$ cat src/core/cpg_pkg.sv
package cpg_pkg;
   // Register byte offsets on the APB bus.
   localparam logic [7:0] CPG_OFF_CTRL     = 8'h00;
   localparam logic [7:0] CPG_OFF_DELAY    = 8'h04;
   localparam logic [7:0] CPG_OFF_HIGH     = 8'h08;
   localparam logic [7:0] CPG_OFF_LOW      = 8'h0c;
   localparam logic [7:0] CPG_OFF_INCR     = 8'h10;
   localparam logic [7:0] CPG_OFF_FGEN     = 8'h14;
   localparam logic [7:0] CPG_OFF_STATUS   = 8'h18;
   localparam logic [7:0] CPG_OFF_CMD      = 8'h1c;
   localparam logic [7:0] CPG_OFF_PINS     = 8'h20;
   // Control, command and FGEN register fields, and reset values.
   localparam int CPG_CTRL_MODE_LSB  = 0;
   localparam int CPG_CTRL_SRCFALL   = 3;
   localparam int CPG_CTRL_TOGGLE    = 4;
   localparam int CPG_CTRL_INVERT    = 5;
   localparam int CPG_CTRL_STARTTRIG = 6;
   localparam int CPG_CTRL_PAUSE     = 7;
   localparam int CPG_CTRL_PAUSELVL  = 8;
   localparam int CPG_CTRL_GATEFALL  = 9;
   localparam int CPG_CTRL_HWARM     = 10;
   localparam int CPG_CTRL_FINITE    = 11;
   localparam int CPG_CMD_ARM        = 0;
   localparam int CPG_CMD_DISARM     = 1;
   localparam int CPG_FGEN_DIV_LSB   = 0;
   localparam int CPG_FGEN_SLOWTB    = 4;
   localparam int CPG_FGEN_EN        = 5;
   localparam logic [31:0] CPG_RST_CTRL  = 32'h0000_0000;
   localparam logic [31:0] CPG_RST_COUNT = 32'h0000_0001;
   localparam logic [7:0]  CPG_RST_INCR  = 8'h00;
   localparam logic [5:0]  CPG_RST_FGEN  = 6'h00;
   localparam logic [2:0]  CPG_RST_PINS  = 3'h0;
   // Timebase rates for the square-wave generator.
   localparam int CPG_CLK_HZ     = 40_000_000;
   localparam int CPG_FAST_TB_HZ = 20_000_000 / 2;
   localparam int CPG_SLOW_TB_HZ = 100_000;
   localparam int CPG_FAST_DIV   = CPG_CLK_HZ / CPG_FAST_TB_HZ;
   localparam int CPG_SLOW_DIV   = CPG_CLK_HZ / CPG_SLOW_TB_HZ;
   typedef enum logic [2:0] {
      CPG_M_SINGLE, CPG_M_TRIG, CPG_M_RETRIG, CPG_M_TRAIN, CPG_M_GROW
   } cpg_mode_t;
   typedef enum logic [2:0] {
      CPG_S_IDLE, CPG_S_WAIT, CPG_S_DELAY, CPG_S_HIGH, CPG_S_LOW, CPG_S_DONE
   } cpg_state_t;
endpackage : cpg_pkg

$ cat src/core/cpg_counter_pulse.sv
// The implementer's own choices: the APB slave port and the placing of the registers.
module cpg_counter_pulse
   import cpg_pkg::*;
(
   // Clock and reset.
   input  wire logic        clk,
   input  wire logic        rst_n,
   // APB slave.
   input  wire logic        psel,
   input  wire logic        penable,
   input  wire logic        pwrite,
   input  wire logic [7:0]  paddr,
   input  wire logic [31:0] pwdata,
   output logic [31:0]      prdata,
   output logic             pready,
   output logic             pslverr,
   // Counter inputs.
   input  wire logic        countSource,
   input  wire logic        gateIn,
   input  wire logic        hardware_arm_input,
   // Counter and generator outputs.
   output logic             counterOut,
   output logic             terminal_count_event,
   output logic             square_wave_generator_out,
   output logic             sampleClkDo,
   output logic             sampleClkDi,
   // Function pins carrying counter out, gate copy and square wave.
   output logic [2:0]       programmable_function_pin,
   output logic [2:0]       programmable_function_pin_oe
);
   import cpg_pkg::*;

   logic [31:0] ctrl_r, delay_r, high_r, low_r;
   logic [7:0]  incr_r;
   logic [5:0]  fgen_r;
   logic [2:0]  pinEn_r;
   logic        armed_r;
   logic        srcPrev_r, gatePrev_r, hwPrev_r;
   logic        srcEdge, gateEdge, gateLvl, hwArmEdge;
   cpg_state_t  state_r;
   logic [31:0] cnt_r, curDelay_r;
   logic        trigUsed_r, tcPulse, level_r, sqWave;
   logic        wrEn, rdEn, armCmd, disarmCmd;
   logic        pauseNow, finGate_r;
   cpg_mode_t   mode;

   assign mode     = cpg_mode_t'(ctrl_r[CPG_CTRL_MODE_LSB +: 3]);
   assign wrEn     = psel && penable && pwrite;
   assign rdEn     = psel && penable && !pwrite;
   assign armCmd   = wrEn && paddr == CPG_OFF_CMD && pwdata[CPG_CMD_ARM];
   assign disarmCmd = wrEn && paddr == CPG_OFF_CMD && pwdata[CPG_CMD_DISARM];

   // Edge detection on inputs that are taken as synchronous to clk.
   always_ff @(posedge clk or negedge rst_n) begin
      if (!rst_n) begin
         srcPrev_r  <= 1'b0;
         gatePrev_r <= 1'b0;
         hwPrev_r   <= 1'b0;
      end else begin
         srcPrev_r  <= countSource;
         gatePrev_r <= gateIn;
         hwPrev_r   <= hardware_arm_input;
      end
   end
   assign srcEdge = ctrl_r[CPG_CTRL_SRCFALL] ? (srcPrev_r && !countSource)
                                             : (!srcPrev_r && countSource);
   assign gateEdge = ctrl_r[CPG_CTRL_GATEFALL] ? (gatePrev_r && !gateIn)
                                               : (!gatePrev_r && gateIn);
   assign gateLvl  = gateIn ^ ctrl_r[CPG_CTRL_PAUSELVL];
   assign hwArmEdge = !hwPrev_r && hardware_arm_input;
   // Finite train: an internal single pulse gates the train as a pause level.
   assign pauseNow = ctrl_r[CPG_CTRL_FINITE] ? !finGate_r
                   : (ctrl_r[CPG_CTRL_PAUSE] && !ctrl_r[CPG_CTRL_STARTTRIG] && gateLvl);

   // APB registers; zero wait states, unmapped reads give zero with an error.
   always_ff @(posedge clk or negedge rst_n) begin
      if (!rst_n) begin
         ctrl_r  <= CPG_RST_CTRL;
         delay_r <= CPG_RST_COUNT;
         high_r  <= CPG_RST_COUNT;
         low_r   <= CPG_RST_COUNT;
         incr_r  <= CPG_RST_INCR;
         fgen_r  <= CPG_RST_FGEN;
         pinEn_r <= CPG_RST_PINS;
      end else if (wrEn) begin
         case (paddr)
            CPG_OFF_CTRL:  ctrl_r  <= pwdata;
            CPG_OFF_DELAY: delay_r <= pwdata;
            CPG_OFF_HIGH:  high_r  <= pwdata;
            CPG_OFF_LOW:   low_r   <= pwdata;
            CPG_OFF_INCR:  incr_r  <= pwdata[7:0];
            CPG_OFF_FGEN:  fgen_r  <= pwdata[5:0];
            CPG_OFF_PINS:  pinEn_r <= pwdata[2:0];
            default: begin
            end
         endcase
      end
   end

   always_ff @(posedge clk or negedge rst_n) begin
      if (!rst_n) begin
         prdata  <= 32'h0000_0000;
         pready  <= 1'b0;
         pslverr <= 1'b0;
      end else begin
         pready  <= psel && !penable;
         pslverr <= 1'b0;
         prdata  <= 32'h0000_0000;
         if (psel && !penable) begin
            case (paddr)
               CPG_OFF_CTRL:   prdata <= ctrl_r;
               CPG_OFF_DELAY:  prdata <= delay_r;
               CPG_OFF_HIGH:   prdata <= high_r;
               CPG_OFF_LOW:    prdata <= low_r;
               CPG_OFF_INCR:   prdata <= {24'h00_0000, incr_r};
               CPG_OFF_FGEN:   prdata <= {26'h000_0000, fgen_r};
               CPG_OFF_STATUS: prdata <= {26'h000_0000, trigUsed_r, level_r, armed_r,
                                          state_r};
               CPG_OFF_CMD:    prdata <= 32'h0000_0000;
               CPG_OFF_PINS:   prdata <= {29'h0000_0000, pinEn_r};
               default:        pslverr <= 1'b1;
            endcase
         end
      end
   end

   // Arming by software or by the hardware arm input, when selected.
   always_ff @(posedge clk or negedge rst_n) begin
      if (!rst_n) begin
         armed_r <= 1'b0;
      end else if (disarmCmd) begin
         armed_r <= 1'b0;
      end else if (armCmd || (ctrl_r[CPG_CTRL_HWARM] && hwArmEdge)) begin
         armed_r <= 1'b1;
      end
   end

   // Main sequencer. Counts reach terminal count when cnt_r is 1 or 0 on an active edge.
   always_ff @(posedge clk or negedge rst_n) begin
      if (!rst_n) begin
         state_r    <= CPG_S_IDLE;
         cnt_r      <= 32'h0000_0000;
         curDelay_r <= 32'h0000_0000;
         trigUsed_r <= 1'b0;
         tcPulse    <= 1'b0;
      end else begin
         tcPulse <= 1'b0;
         if (!armed_r || disarmCmd) begin
            state_r    <= CPG_S_IDLE;
            trigUsed_r <= 1'b0;
         end else begin
            case (state_r)
               CPG_S_IDLE: begin
                  curDelay_r <= delay_r;
                  cnt_r      <= delay_r;
                  if (mode == CPG_M_SINGLE ||
                      (mode == CPG_M_TRAIN && !ctrl_r[CPG_CTRL_STARTTRIG])) begin
                     state_r <= CPG_S_DELAY;
                  end else begin
                     state_r <= CPG_S_WAIT;
                  end
               end
               CPG_S_WAIT: begin
                  // Gate edges only count here, so edges during a pulse are lost.
                  if (gateEdge) begin
                     trigUsed_r <= 1'b1;
                     cnt_r      <= (mode == CPG_M_GROW) ? curDelay_r : delay_r;
                     state_r    <= CPG_S_DELAY;
                  end
               end
               CPG_S_DELAY: begin
                  if (srcEdge && !(mode == CPG_M_TRAIN && pauseNow)) begin
                     if (cnt_r <= 32'h0000_0001) begin
                        tcPulse <= 1'b1;
                        cnt_r   <= high_r;
                        state_r <= CPG_S_HIGH;
                     end else begin
                        cnt_r <= cnt_r - 32'h0000_0001;
                     end
                  end
               end
               CPG_S_HIGH: begin
                  if (srcEdge && !(mode == CPG_M_TRAIN && pauseNow)) begin
                     if (cnt_r <= 32'h0000_0001) begin
                        tcPulse <= 1'b1;
                        if (mode == CPG_M_TRAIN) begin
                           cnt_r   <= low_r;
                           state_r <= CPG_S_LOW;
                        end else if (mode == CPG_M_RETRIG) begin
                           state_r <= CPG_S_WAIT;
                        end else if (mode == CPG_M_GROW) begin
                           curDelay_r <= curDelay_r + {24'h00_0000, incr_r};
                           state_r    <= CPG_S_WAIT;
                        end else begin
                           state_r <= CPG_S_DONE;
                        end
                     end else begin
                        cnt_r <= cnt_r - 32'h0000_0001;
                     end
                  end
               end
               CPG_S_LOW: begin
                  if (srcEdge && !pauseNow) begin
                     if (cnt_r <= 32'h0000_0001) begin
                        tcPulse <= 1'b1;
                        cnt_r   <= high_r;
                        state_r <= CPG_S_HIGH;
                     end else begin
                        cnt_r <= cnt_r - 32'h0000_0001;
                     end
                  end
               end
               CPG_S_DONE: begin
                  state_r <= CPG_S_DONE;
               end
               default: state_r <= CPG_S_IDLE;
            endcase
         end
      end
   end

   // Internal first counter of the finite train: one pulse of twice delay_r source edges.
   logic [31:0] finCnt_r;
   always_ff @(posedge clk or negedge rst_n) begin
      if (!rst_n) begin
         finGate_r <= 1'b0;
         finCnt_r  <= 32'h0000_0000;
      end else if (!armed_r || !ctrl_r[CPG_CTRL_FINITE]) begin
         finGate_r <= 1'b0;
         finCnt_r  <= 32'h0000_0000;
      end else if (state_r == CPG_S_IDLE) begin
         finGate_r <= 1'b1;
         finCnt_r  <= delay_r + high_r * 32'(0) + delay_r;
      end else if (finGate_r && srcEdge) begin
         finCnt_r <= finCnt_r - 32'h0000_0001;
         if (finCnt_r <= 32'h0000_0001) begin
            finGate_r <= 1'b0;
         end
      end
   end

   // Output level: pulse mode shows the high phase, toggle mode flips at each terminal count.
   always_ff @(posedge clk or negedge rst_n) begin
      if (!rst_n) begin
         level_r <= 1'b0;
      end else if (!armed_r) begin
         level_r <= 1'b0;
      end else if (ctrl_r[CPG_CTRL_TOGGLE]) begin
         level_r <= level_r ^ tcPulse;
      end else begin
         level_r <= (state_r == CPG_S_HIGH);
      end
   end

   cpg_square_gen cpg_square_gen_i (
      .clk      (clk),
      .rst_n    (rst_n),
      .enable   (fgen_r[CPG_FGEN_EN]),
      .slowBase (fgen_r[CPG_FGEN_SLOWTB]),
      .divCode  (fgen_r[CPG_FGEN_DIV_LSB +: 4]),
      .waveOut  (sqWave)
   );

   always_ff @(posedge clk or negedge rst_n) begin
      if (!rst_n) begin
         counterOut                   <= 1'b0;
         terminal_count_event         <= 1'b0;
         square_wave_generator_out    <= 1'b0;
         sampleClkDo                  <= 1'b0;
         sampleClkDi                  <= 1'b0;
         programmable_function_pin    <= 3'h0;
         programmable_function_pin_oe <= 3'h0;
      end else begin
         counterOut                   <= level_r ^ ctrl_r[CPG_CTRL_INVERT];
         terminal_count_event         <= tcPulse;
         square_wave_generator_out    <= sqWave;
         sampleClkDo                  <= sqWave;
         sampleClkDi                  <= sqWave;
         programmable_function_pin    <= {sqWave, gateIn,
                                          level_r ^ ctrl_r[CPG_CTRL_INVERT]};
         programmable_function_pin_oe <= pinEn_r;
      end
   end

   // Assertions.
   a_pins_off_reset: assert property (@(posedge clk) disable iff (!rst_n)
      $rose(rst_n) |-> programmable_function_pin_oe == 3'h0)
      else $error("pins driven at reset");
   a_idle_unarmed: assert property (@(posedge clk) disable iff (!rst_n)
      !armed_r |=> state_r == CPG_S_IDLE)
      else $error("engine ran while unarmed");
   a_edge_only: assert property (@(posedge clk) disable iff (!rst_n)
      (state_r == CPG_S_DELAY && !srcEdge && armed_r && !disarmCmd) |=> $stable(cnt_r))
      else $error("count moved without source edge");
   a_gate_ignored: assert property (@(posedge clk) disable iff (!rst_n)
      (state_r == CPG_S_DONE && armed_r && !disarmCmd) |=> state_r == CPG_S_DONE)
      else $error("trigger mode retriggered");
   a_delay_to_high: assert property (@(posedge clk) disable iff (!rst_n)
      (state_r == CPG_S_DELAY && srcEdge && cnt_r == 32'h1 && mode != CPG_M_TRAIN
       && armed_r && !disarmCmd) |=> state_r == CPG_S_HIGH ##0 tcPulse)
      else $error("delay end did not start pulse");
   a_train_low: assert property (@(posedge clk) disable iff (!rst_n)
      (state_r == CPG_S_HIGH && srcEdge && cnt_r == 32'h1 && mode == CPG_M_TRAIN
       && !pauseNow && armed_r && !disarmCmd) |=> state_r == CPG_S_LOW && cnt_r == low_r)
      else $error("train missed low phase");
   a_retrig_wait: assert property (@(posedge clk) disable iff (!rst_n)
      (state_r == CPG_S_HIGH && srcEdge && cnt_r == 32'h1 && mode == CPG_M_RETRIG
       && armed_r && !disarmCmd) |=> state_r == CPG_S_WAIT)
      else $error("retrigger did not rewait");
   a_pause_hold: assert property (@(posedge clk) disable iff (!rst_n)
      (state_r == CPG_S_LOW && pauseNow && armed_r && !disarmCmd) |=> $stable(cnt_r))
      else $error("pause did not hold train");
   a_grow_step: assert property (@(posedge clk) disable iff (!rst_n)
      (state_r == CPG_S_HIGH && srcEdge && cnt_r == 32'h1 && mode == CPG_M_GROW
       && armed_r && !disarmCmd) |=> curDelay_r == $past(curDelay_r) + {24'h0, $past(incr_r)})
      else $error("delay did not grow");
endmodule : cpg_counter_pulse

$ cat src/core/cpg_square_gen.sv
module cpg_square_gen
   import cpg_pkg::*;
(
   // Clock and reset.
   input  wire logic       clk,
   input  wire logic       rst_n,
   // Configuration.
   input  wire logic       enable,
   input  wire logic       slowBase,
   input  wire logic [3:0] divCode,
   // Output.
   output logic            waveOut
);
   logic [11:0] preCnt_r;
   logic        tick;
   logic [4:0]  phase_r;
   logic [4:0]  divVal;
   logic [4:0]  lowLen;

   // Timebase is a one-cycle enable, so the generator stays in the main clock domain.
   assign tick   = (preCnt_r == 12'h000);
   assign divVal = {1'b0, divCode} + 5'h01;
   assign lowLen = (divVal == 5'h01) ? 5'h01 : 5'((divVal + 5'h01) >> 1);

   always_ff @(posedge clk or negedge rst_n) begin
      if (!rst_n) begin
         preCnt_r <= 12'h000;
      end else if (tick || !enable) begin
         preCnt_r <= slowBase ? 12'(CPG_SLOW_DIV - 1) : 12'(CPG_FAST_DIV - 1);
      end else begin
         preCnt_r <= preCnt_r - 12'h001;
      end
   end

   // Divide by one leaves no tick to count, so the wave follows the halves of the prescaler.
   always_ff @(posedge clk or negedge rst_n) begin
      if (!rst_n) begin
         phase_r <= 5'h00;
         waveOut <= 1'b0;
      end else if (!enable) begin
         phase_r <= 5'h00;
         waveOut <= 1'b0;
      end else if (divVal == 5'h01) begin
         phase_r <= 5'h00;
         waveOut <= (preCnt_r < 12'((slowBase ? CPG_SLOW_DIV : CPG_FAST_DIV) / 2));
      end else if (tick) begin
         phase_r <= (phase_r + 5'h01 >= divVal) ? 5'h00 : phase_r + 5'h01;
         waveOut <= ((phase_r + 5'h01 >= divVal) ? 5'h00 : phase_r + 5'h01) >= lowLen;
      end
   end
endmodule : cpg_square_gen

$ cat config.mk
export PLATFORM = sky130hd
export DESIGN_NAME = cpg_counter_pulse
export DESIGN_NICKNAME = d
export VERILOG_FILES = /design/src/core/cpg_pkg.sv /design/src/core/cpg_counter_pulse.sv /design/src/core/cpg_square_gen.sv
export SDC_FILE = /design/constraint.sdc
export NUM_CORES = 1
export LEC_CHECK = 0
export BUFFER_PORTS_ARGS = -buffer_cell sky130_fd_sc_hd__buf_4
export CAP_MARGIN = 40
export CELL_PAD_IN_SITES_DETAIL_PLACEMENT = 1
export CELL_PAD_IN_SITES_GLOBAL_PLACEMENT = 1
export CORE_UTILIZATION = 45
export DETAILED_ROUTE_END_ITERATION = 10
export GPL_TIMING_DRIVEN = 0
export HOLD_SLACK_MARGIN = 0.12
export PLACE_DENSITY_LB_ADDON = 0.1
export SETUP_SLACK_MARGIN = 0.15
export SYNTH_ARGS = -nofsm -noshare
export SYNTH_HDL_FRONTEND = slang
export SYNTH_SLANG_ARGS = --single-unit
$ cat constraint.sdc
create_clock -name clk -period 5.97 [get_ports clk]
set_clock_uncertainty 0.2 [all_clocks]
set_input_delay 0.2985 -clock clk [delete_from_list [all_inputs] [get_ports clk]]
set_output_delay 0.2985 -clock clk [all_outputs]
set_load 0.05 [all_outputs]
==> impl_metrics.json, run 1 <==
{
  "outcome": "finished clean",
  "async_flop_share": 1.00,
  "syn_area_mm2": 0.0162,
  "drt-initial-drc-count": 1282,
  "grt.overflow.total": 0,
  "grt_max_degree": 123,
  "clk_latency_ps": 540,
  "r2r-start": "fgen_r[0]",
  "grt_pass1_wl_um": 91200,
  "die_h_um": 192,
  "yosys_register_bits": 310,
  "finalCritPeriodShare": 0.822,
  "path_class": "reg2reg",
  "drv_cap": 0,
  "hold_slack_ps": 169,
  "register_area_mm2": 0.00776,
  "syn_inst": 1588,
  "htree_levels": 2,
  "pwr-share-clk": 0.400,
  "maxSlewHeadroom": 0.347,
  "multi_input_comb_area_mm2": 0.00794,
  "wl_per_cell_um": 26.5,
  "path_max_fanout": 8,
  "routed_via_density": 6.39,
  "crit_start": "fgen_r[0]",
  "internal_power_mw": 3.94,
  "drt-pass1-iter-count": 8,
  "maxSlewViolCount": 0,
  "diodes": 0,
  "cts_root_buffer": "clkbuf_16",
  "ctsResizeCount": 0,
  "yosysSeqAreaShare": 0.479,
  "p_leak_nw": 8.43,
  "cts_num_sinks": 310,
  "nets": 1850,
  "rows": 69,
  "hold_path.class": "in2async",
  "boundaryPins": 93,
  "hpwl_um": 43300,
  "most-common-layout-cells": "dfrtp_1 (307), mux2_2 (146), nand2_1 (134)",
  "power_frac_comb": 0.162,
  "nFillCells": 3876,
  "finalSetupViolCount": 0,
  "place.gp.congestion": 0.945,
  "ys.flop_type": "dfrtp_1",
  "seqPwrFrac": 0.439,
  "avgSynthCellArea_um2": 10.2,
  "die_x_um": 192,
  "io_buffers": 92,
  "power_switching_mw": 1.72,
  "cts_tree": "yes",
  "grtUsageTotal": 0.330,
  "hold_viol": 0,
  "cts_buffers": 37,
  "drive_above_1_share": 0.186,
  "peakVddDrop_mv": 0.274,
  "first_global_vias": 14850,
  "endpoint_kind": "register",
  "setup_tns_ps": 0,
  "pwr_density_cell_mw_per_mm2": 294,
  "clk_pin_slew_ps": 60,
  "setup_slack_ps": 1060,
  "core_mm2": 0.0355,
  "rsz0062_at_grt": "false",
  "layout_commonest_cell": "dfrtp_1",
  "clockBufferDepth": 3,
  "die_area_mm2": 0.0368,
  "route.detailed.drc": 0,
  "postCtsSetupRepairBufs": 0,
  "vias": 14426,
  "final.min_clock_period_ps": 4910,
  "power_mw": 5.66,
  "yosys.cell_types.count": 74,
  "area_growth_pct": 18.8,
  "antenna_found_initial": 0,
  "switching_share": 0.304,
  "initial_core_util": 0.457,
  "critical_path_arrival_ps": 5100,
  "synth_warnings": 0,
  "ant_nets": 0,
  "tightest_slew_ps": 980,
  "routed_wl_um": 59800,
  "syn_nets": 1664,
  "required_ps": 6160,
  "post-place-ws_ps": 1120,
  "fmax_ghz": 0.204,
  "start_kind": "register",
  "synth-edff-count": 0
}
-- state kept, by name, indices dropped and copies added (netlist names), 3 cells and up --
name and cells:
cnt_r 32, ctrl_r 32, curDelay_r 32, delay_r 32, finCnt_r 32, high_r 32, low_r 32, prdata 32
cpg_square_gen_i.preCnt_r 12, incr_r 8, fgen_r 6, cpg_square_gen_i.phase_r 5, pinEn_r 3, programmable_function_pin 3, programmable_function_pin_oe 3, state_r 3
-- kinds of logic (layout without fill, tap and decap cells) --
family	after synthesis	after routing	synth area share
xor+xnor	49	49	0.0265
buf+inv	124	334	0.0313
simple gates	459	459	0.139
mux	164	164	0.113
fa+ha+maj	31	31	0.0239
compound gates	451	451	0.188
flops	310	310	0.479
-- critical path, stage by stage (launching register included) --
cell       delay (ps)
dfrtp_1           340
clkbuf_1          400
inv_1             190
ha_1              350
inv_1              70
ha_1              270
a21oi_1            60
maj3_1            350
maj3_1            380
maj3_1            480
nand2b_1          120
ha_1              220
nand2b_1          140
a21o_1            180
a21oi_1           140
nor2b_1            60
a2111oi_0         700
o31ai_1           110
-- per-layer routing --
metal	wire length [µm]	vias to the layer above	track usage
li1	-	6336	-
met1	25200	7378	0.438
met2	28400	576	0.538
met3	3920	136	0.0512
met4	2330	0	0.132
met5	0	-	0
-- area by class of cell --
cell class              count  share of cell area
plain buffers              98              0.0213
clock buffers              49              0.0537
clock inverters            14             0.00799
inverters                  26             0.00507
multi-input cells        1154               0.412
flip-flops and latches    310               0.403
well taps                 461              0.0299
repair buffers            147              0.0668
-- synth_stat cells, drive strengths merged, types with 18 or more instances --
master	count	area share
ha	27	0.021
mux2	146	0.10
mux2i	18	0.011
o21ai	102	0.031
nor2	116	0.027
a211oi	20	0.010
nand2	134	0.031
a221oi	19	0.010
nand3	35	0.011
inv	26	0.0060
a21oi	113	0.035
xnor2	28	0.015
xor2	21	0.011
o22ai	18	0.0069
dfrtp	307	0.47
nor3	48	0.015
clkbuf	67	0.016
buf	31	0.0098
a222oi	44	0.027
-- power groups by stage --
| stage | combinational, mW | sequential, mW | clock [mW] |
|---|---|---|---|
| finish | 0.916 | 2.48 | 2.26 |
| global route | 1.01 | 2.50 | 2.36 |
| CTS | 0.900 | 2.47 | 2.29 |
| detailed placement | 0.869 | 2.51 | 0 |
| global placement | 0.837 | 2.50 | 0 |
| floorplan | 0.578 | 2.43 | 0 |
-- stage by stage --
stage | utilization | cell area [µm²] | instances
floorplan | - | 16200 | 1588
global placement | 0.493 | 17500 | 2141
detailed placement | 0.496 | 17600 | 2149
CTS | 0.543 | 19300 | 2259
global route | 0.543 | 19300 | 2259
finish | 0.543 | 19300 | 2259
-- worst paths after layout --
check	cells past startpoint	end	slack, ps
worst min-delay path	2	programmable_function_pin[2]	170
max in group asynchronous	3	prdata[24]	4300
min in group clk	0	programmable_function_pin[2]	170
worst min register to register	0	programmable_function_pin[2]	170
worst max-delay path	17	cpg_square_gen_i.waveOut	1060
worst max register to register	17	cpg_square_gen_i.waveOut	1060
-- what timing repair did --
action / CTS / global route
hold buffers: 47 / 0
hold endpoints to repair: 239 / 0
endpoints found under the setup margin: 0 / 0
(Power assumes the default switching activity.)
==> inputs of run 2 (changes only) <==
--- a/config.mk
+++ b/config.mk
@@ -9,7 +9,7 @@
 export CAP_MARGIN = 40
 export CELL_PAD_IN_SITES_DETAIL_PLACEMENT = 1
 export CELL_PAD_IN_SITES_GLOBAL_PLACEMENT = 1
-export CORE_UTILIZATION = 45
+export CORE_UTILIZATION = 44
 export DETAILED_ROUTE_END_ITERATION = 10
 export GPL_TIMING_DRIVEN = 0
 export HOLD_SLACK_MARGIN = 0.12
==> constraint.sdc (replaced) <==
create_clock -name clk -period 4.16 [get_ports clk]
set_clock_uncertainty 0.2 [all_clocks]
set_input_delay 0.208 -clock clk [delete_from_list [all_inputs] [get_ports clk]]
set_output_delay 0.208 -clock clk [all_outputs]
set_load 0.05 [all_outputs]
==> run 2 against run 1 <==
Clock power grew 41%; fmax up 24%; largest cell class unchanged; clock-buffer cell count grew 6; via count is essentially flat.
==> impl_metrics.json, run 2 (same netlist as run 1, synthesis figures left out) <==
{
  "outcome": "finished clean",
  "hold_slack_ps": 174,
  "required_ps": 4390,
  "place.gp.congestion": 0.928,
  "critical_path_arrival_ps": 4180,
  "io_buffers": 92,
  "grt_max_degree": 97,
  "clk_pin_slew_ps": 60,
  "hold_path.class": "in2reg",
  "place_area_mm2": 0.0176,
  "die_area_mm2": 0.0376,
  "initial_core_util": 0.451,
  "final.min_clock_period_ps": 3950,
  "core_mm2": 0.0359,
  "maxSlewViolCount": 0,
  "finalSetupViolCount": 0,
  "clk_latency_ps": 570,
  "cts_tree": "yes",
  "area_growth_pct": 19.9,
  "maxSlewHeadroom": 0.395,
  "layout_commonest_cell": "dfrtp_1",
  "route.detailed.drc": 0,
  "ant_nets": 0,
  "grt.overflow.total": 0,
  "rows": 69,
  "most-common-layout-cells": "dfrtp_1 (306), mux2_2 (146), nand2_1 (134)",
  "antenna_found_initial": 0,
  "die_h_um": 194,
  "cts_num_sinks": 310,
  "rsz0062_at_grt": "false",
  "power_mw": 8.08,
  "cts_buffers": 36,
  "setup_slack_ps": 206,
  "first_global_vias": 15168,
  "holdPathStages": 4,
  "drv_cap": 0,
  "clockBufferDepth": 3,
  "hold_viol": 0,
  "drt-initial-drc-count": 1062,
  "path_class": "reg2reg",
  "drt-pass1-iter-count": 5,
  "path_max_fanout": 3,
  "endpoint_kind": "register",
  "routed_via_density": 6.37,
  "fmax_ghz": 0.253,
  "reg2regPathDepth": 16,
  "wl_per_cell_um": 26.6,
  "htree_levels": 2,
  "nets": 1860,
  "die_x_um": 194,
  "design_area_mm2": 0.0194,
  "grtUsageTotal": 0.322,
  "vias": 14438,
  "hpwl_um": 43600,
  "routed_wl_um": 60400,
  "tightest_slew_ps": 908,
  "post-place-ws_ps": -630,
  "pwr_density_cell_mw_per_mm2": 416,
  "setup_tns_ps": 0,
  "grt_pass1_wl_um": 92600,
  "peakVddDrop_mv": 0.264,
  "diodes": 0,
  "boundaryPins": 93,
  "cts_root_buffer": "clkbuf_16",
  "start_kind": "register",
  "finalCritPeriodShare": 0.950,
  "p_leak_nw": 8.50,
  "drive_above_1_share": 0.196
}
-- run 2: cell types whose count changed in the layout (fill, tap and decap cells not counted), moves of 2 or more --
cell / previous run / this run
buf_16: 2 / 4
buf_4: 99 / 106
buf_6: 6 / 3
buf_8: 1 / 3
bufinv_16: 3 / 0
clkbuf_1: 75 / 71
clkbuf_8: 2 / 11
clkinv_2: 8 / 3
dlygate4sd3_1: 47 / 51
inv_1: 26 / 24
maj3_1: 3 / 0
maj3_2: 0 / 3
-- run 2: per-layer routing --
metal / wire length, µm / part of all wire / track usage
met4: 2790 / 0.046 / 0.140
met2: 28200 / 0.47 / 0.523
met3: 3060 / 0.051 / 0.0470
met5: 0 / 0 / 0
met1: 26300 / 0.44 / 0.430
-- run 2: final timing paths --
check / from / endpoint / slack [ps]
min: paddr[7] / armed_r / 170
max reg2reg: fgen_r[0] / cpg_square_gen_i.waveOut / 210
min in group asynchronous: rst_n / cpg_square_gen_i.phase_r[0] / 600
max in group asynchronous: rst_n / delay_r[0] / 2660
max: fgen_r[0] / cpg_square_gen_i.waveOut / 210
min reg2reg: cpg_square_gen_i.waveOut / programmable_function_pin[2] / 180
-- run 2: where the power goes --
part | internal (mW) | switching [mW]
sequential | 3.25 | 0.313
clock | 1.86 | 1.33
combinational | 0.488 | 0.849
-- run 2: per-stage QoR --
stage,instances,utilization
2_1_floorplan,1588,-
3_3_place_gp,2141,0.487
3_5_place_dp,2146,0.490
4_1_cts,2260,0.538
5_1_grt,2268,0.541
6_report,2268,0.541
-- run 2: repair_timing --
action	4_1_cts	5_1_grt
hold endpoints to repair	462	0
buffers inserted	1	6
setup endpoints to repair	1	5
hold buffers	52	0
gates resized for setup	6	13
pin swaps	2	10
-- run 2: critical path, stage by stage, from the launching register on --
cell,delay [ps]
dfrtp_1,380
buf_8,120
clkinvlp_4,110
ha_4,290
inv_2,40
ha_1,260
a21oi_1,60
maj3_2,310
maj3_2,330
maj3_2,360
and2_4,160
ha_1,290
a21o_1,190
a21oi_2,120
nor2b_1,70
a2111oi_2,400
o31ai_1,140
-- run 2: layout make-up --
type,instances,area [µm²]
inverters,26,101
well taps,461,577
clock inverters,6,46.3
flip-flops and latches,310,7760
plain buffers,98,423
fillers,3991,16500
repair buffers,158,1420
clock buffers,55,1120
multi-input cells,1154,7980
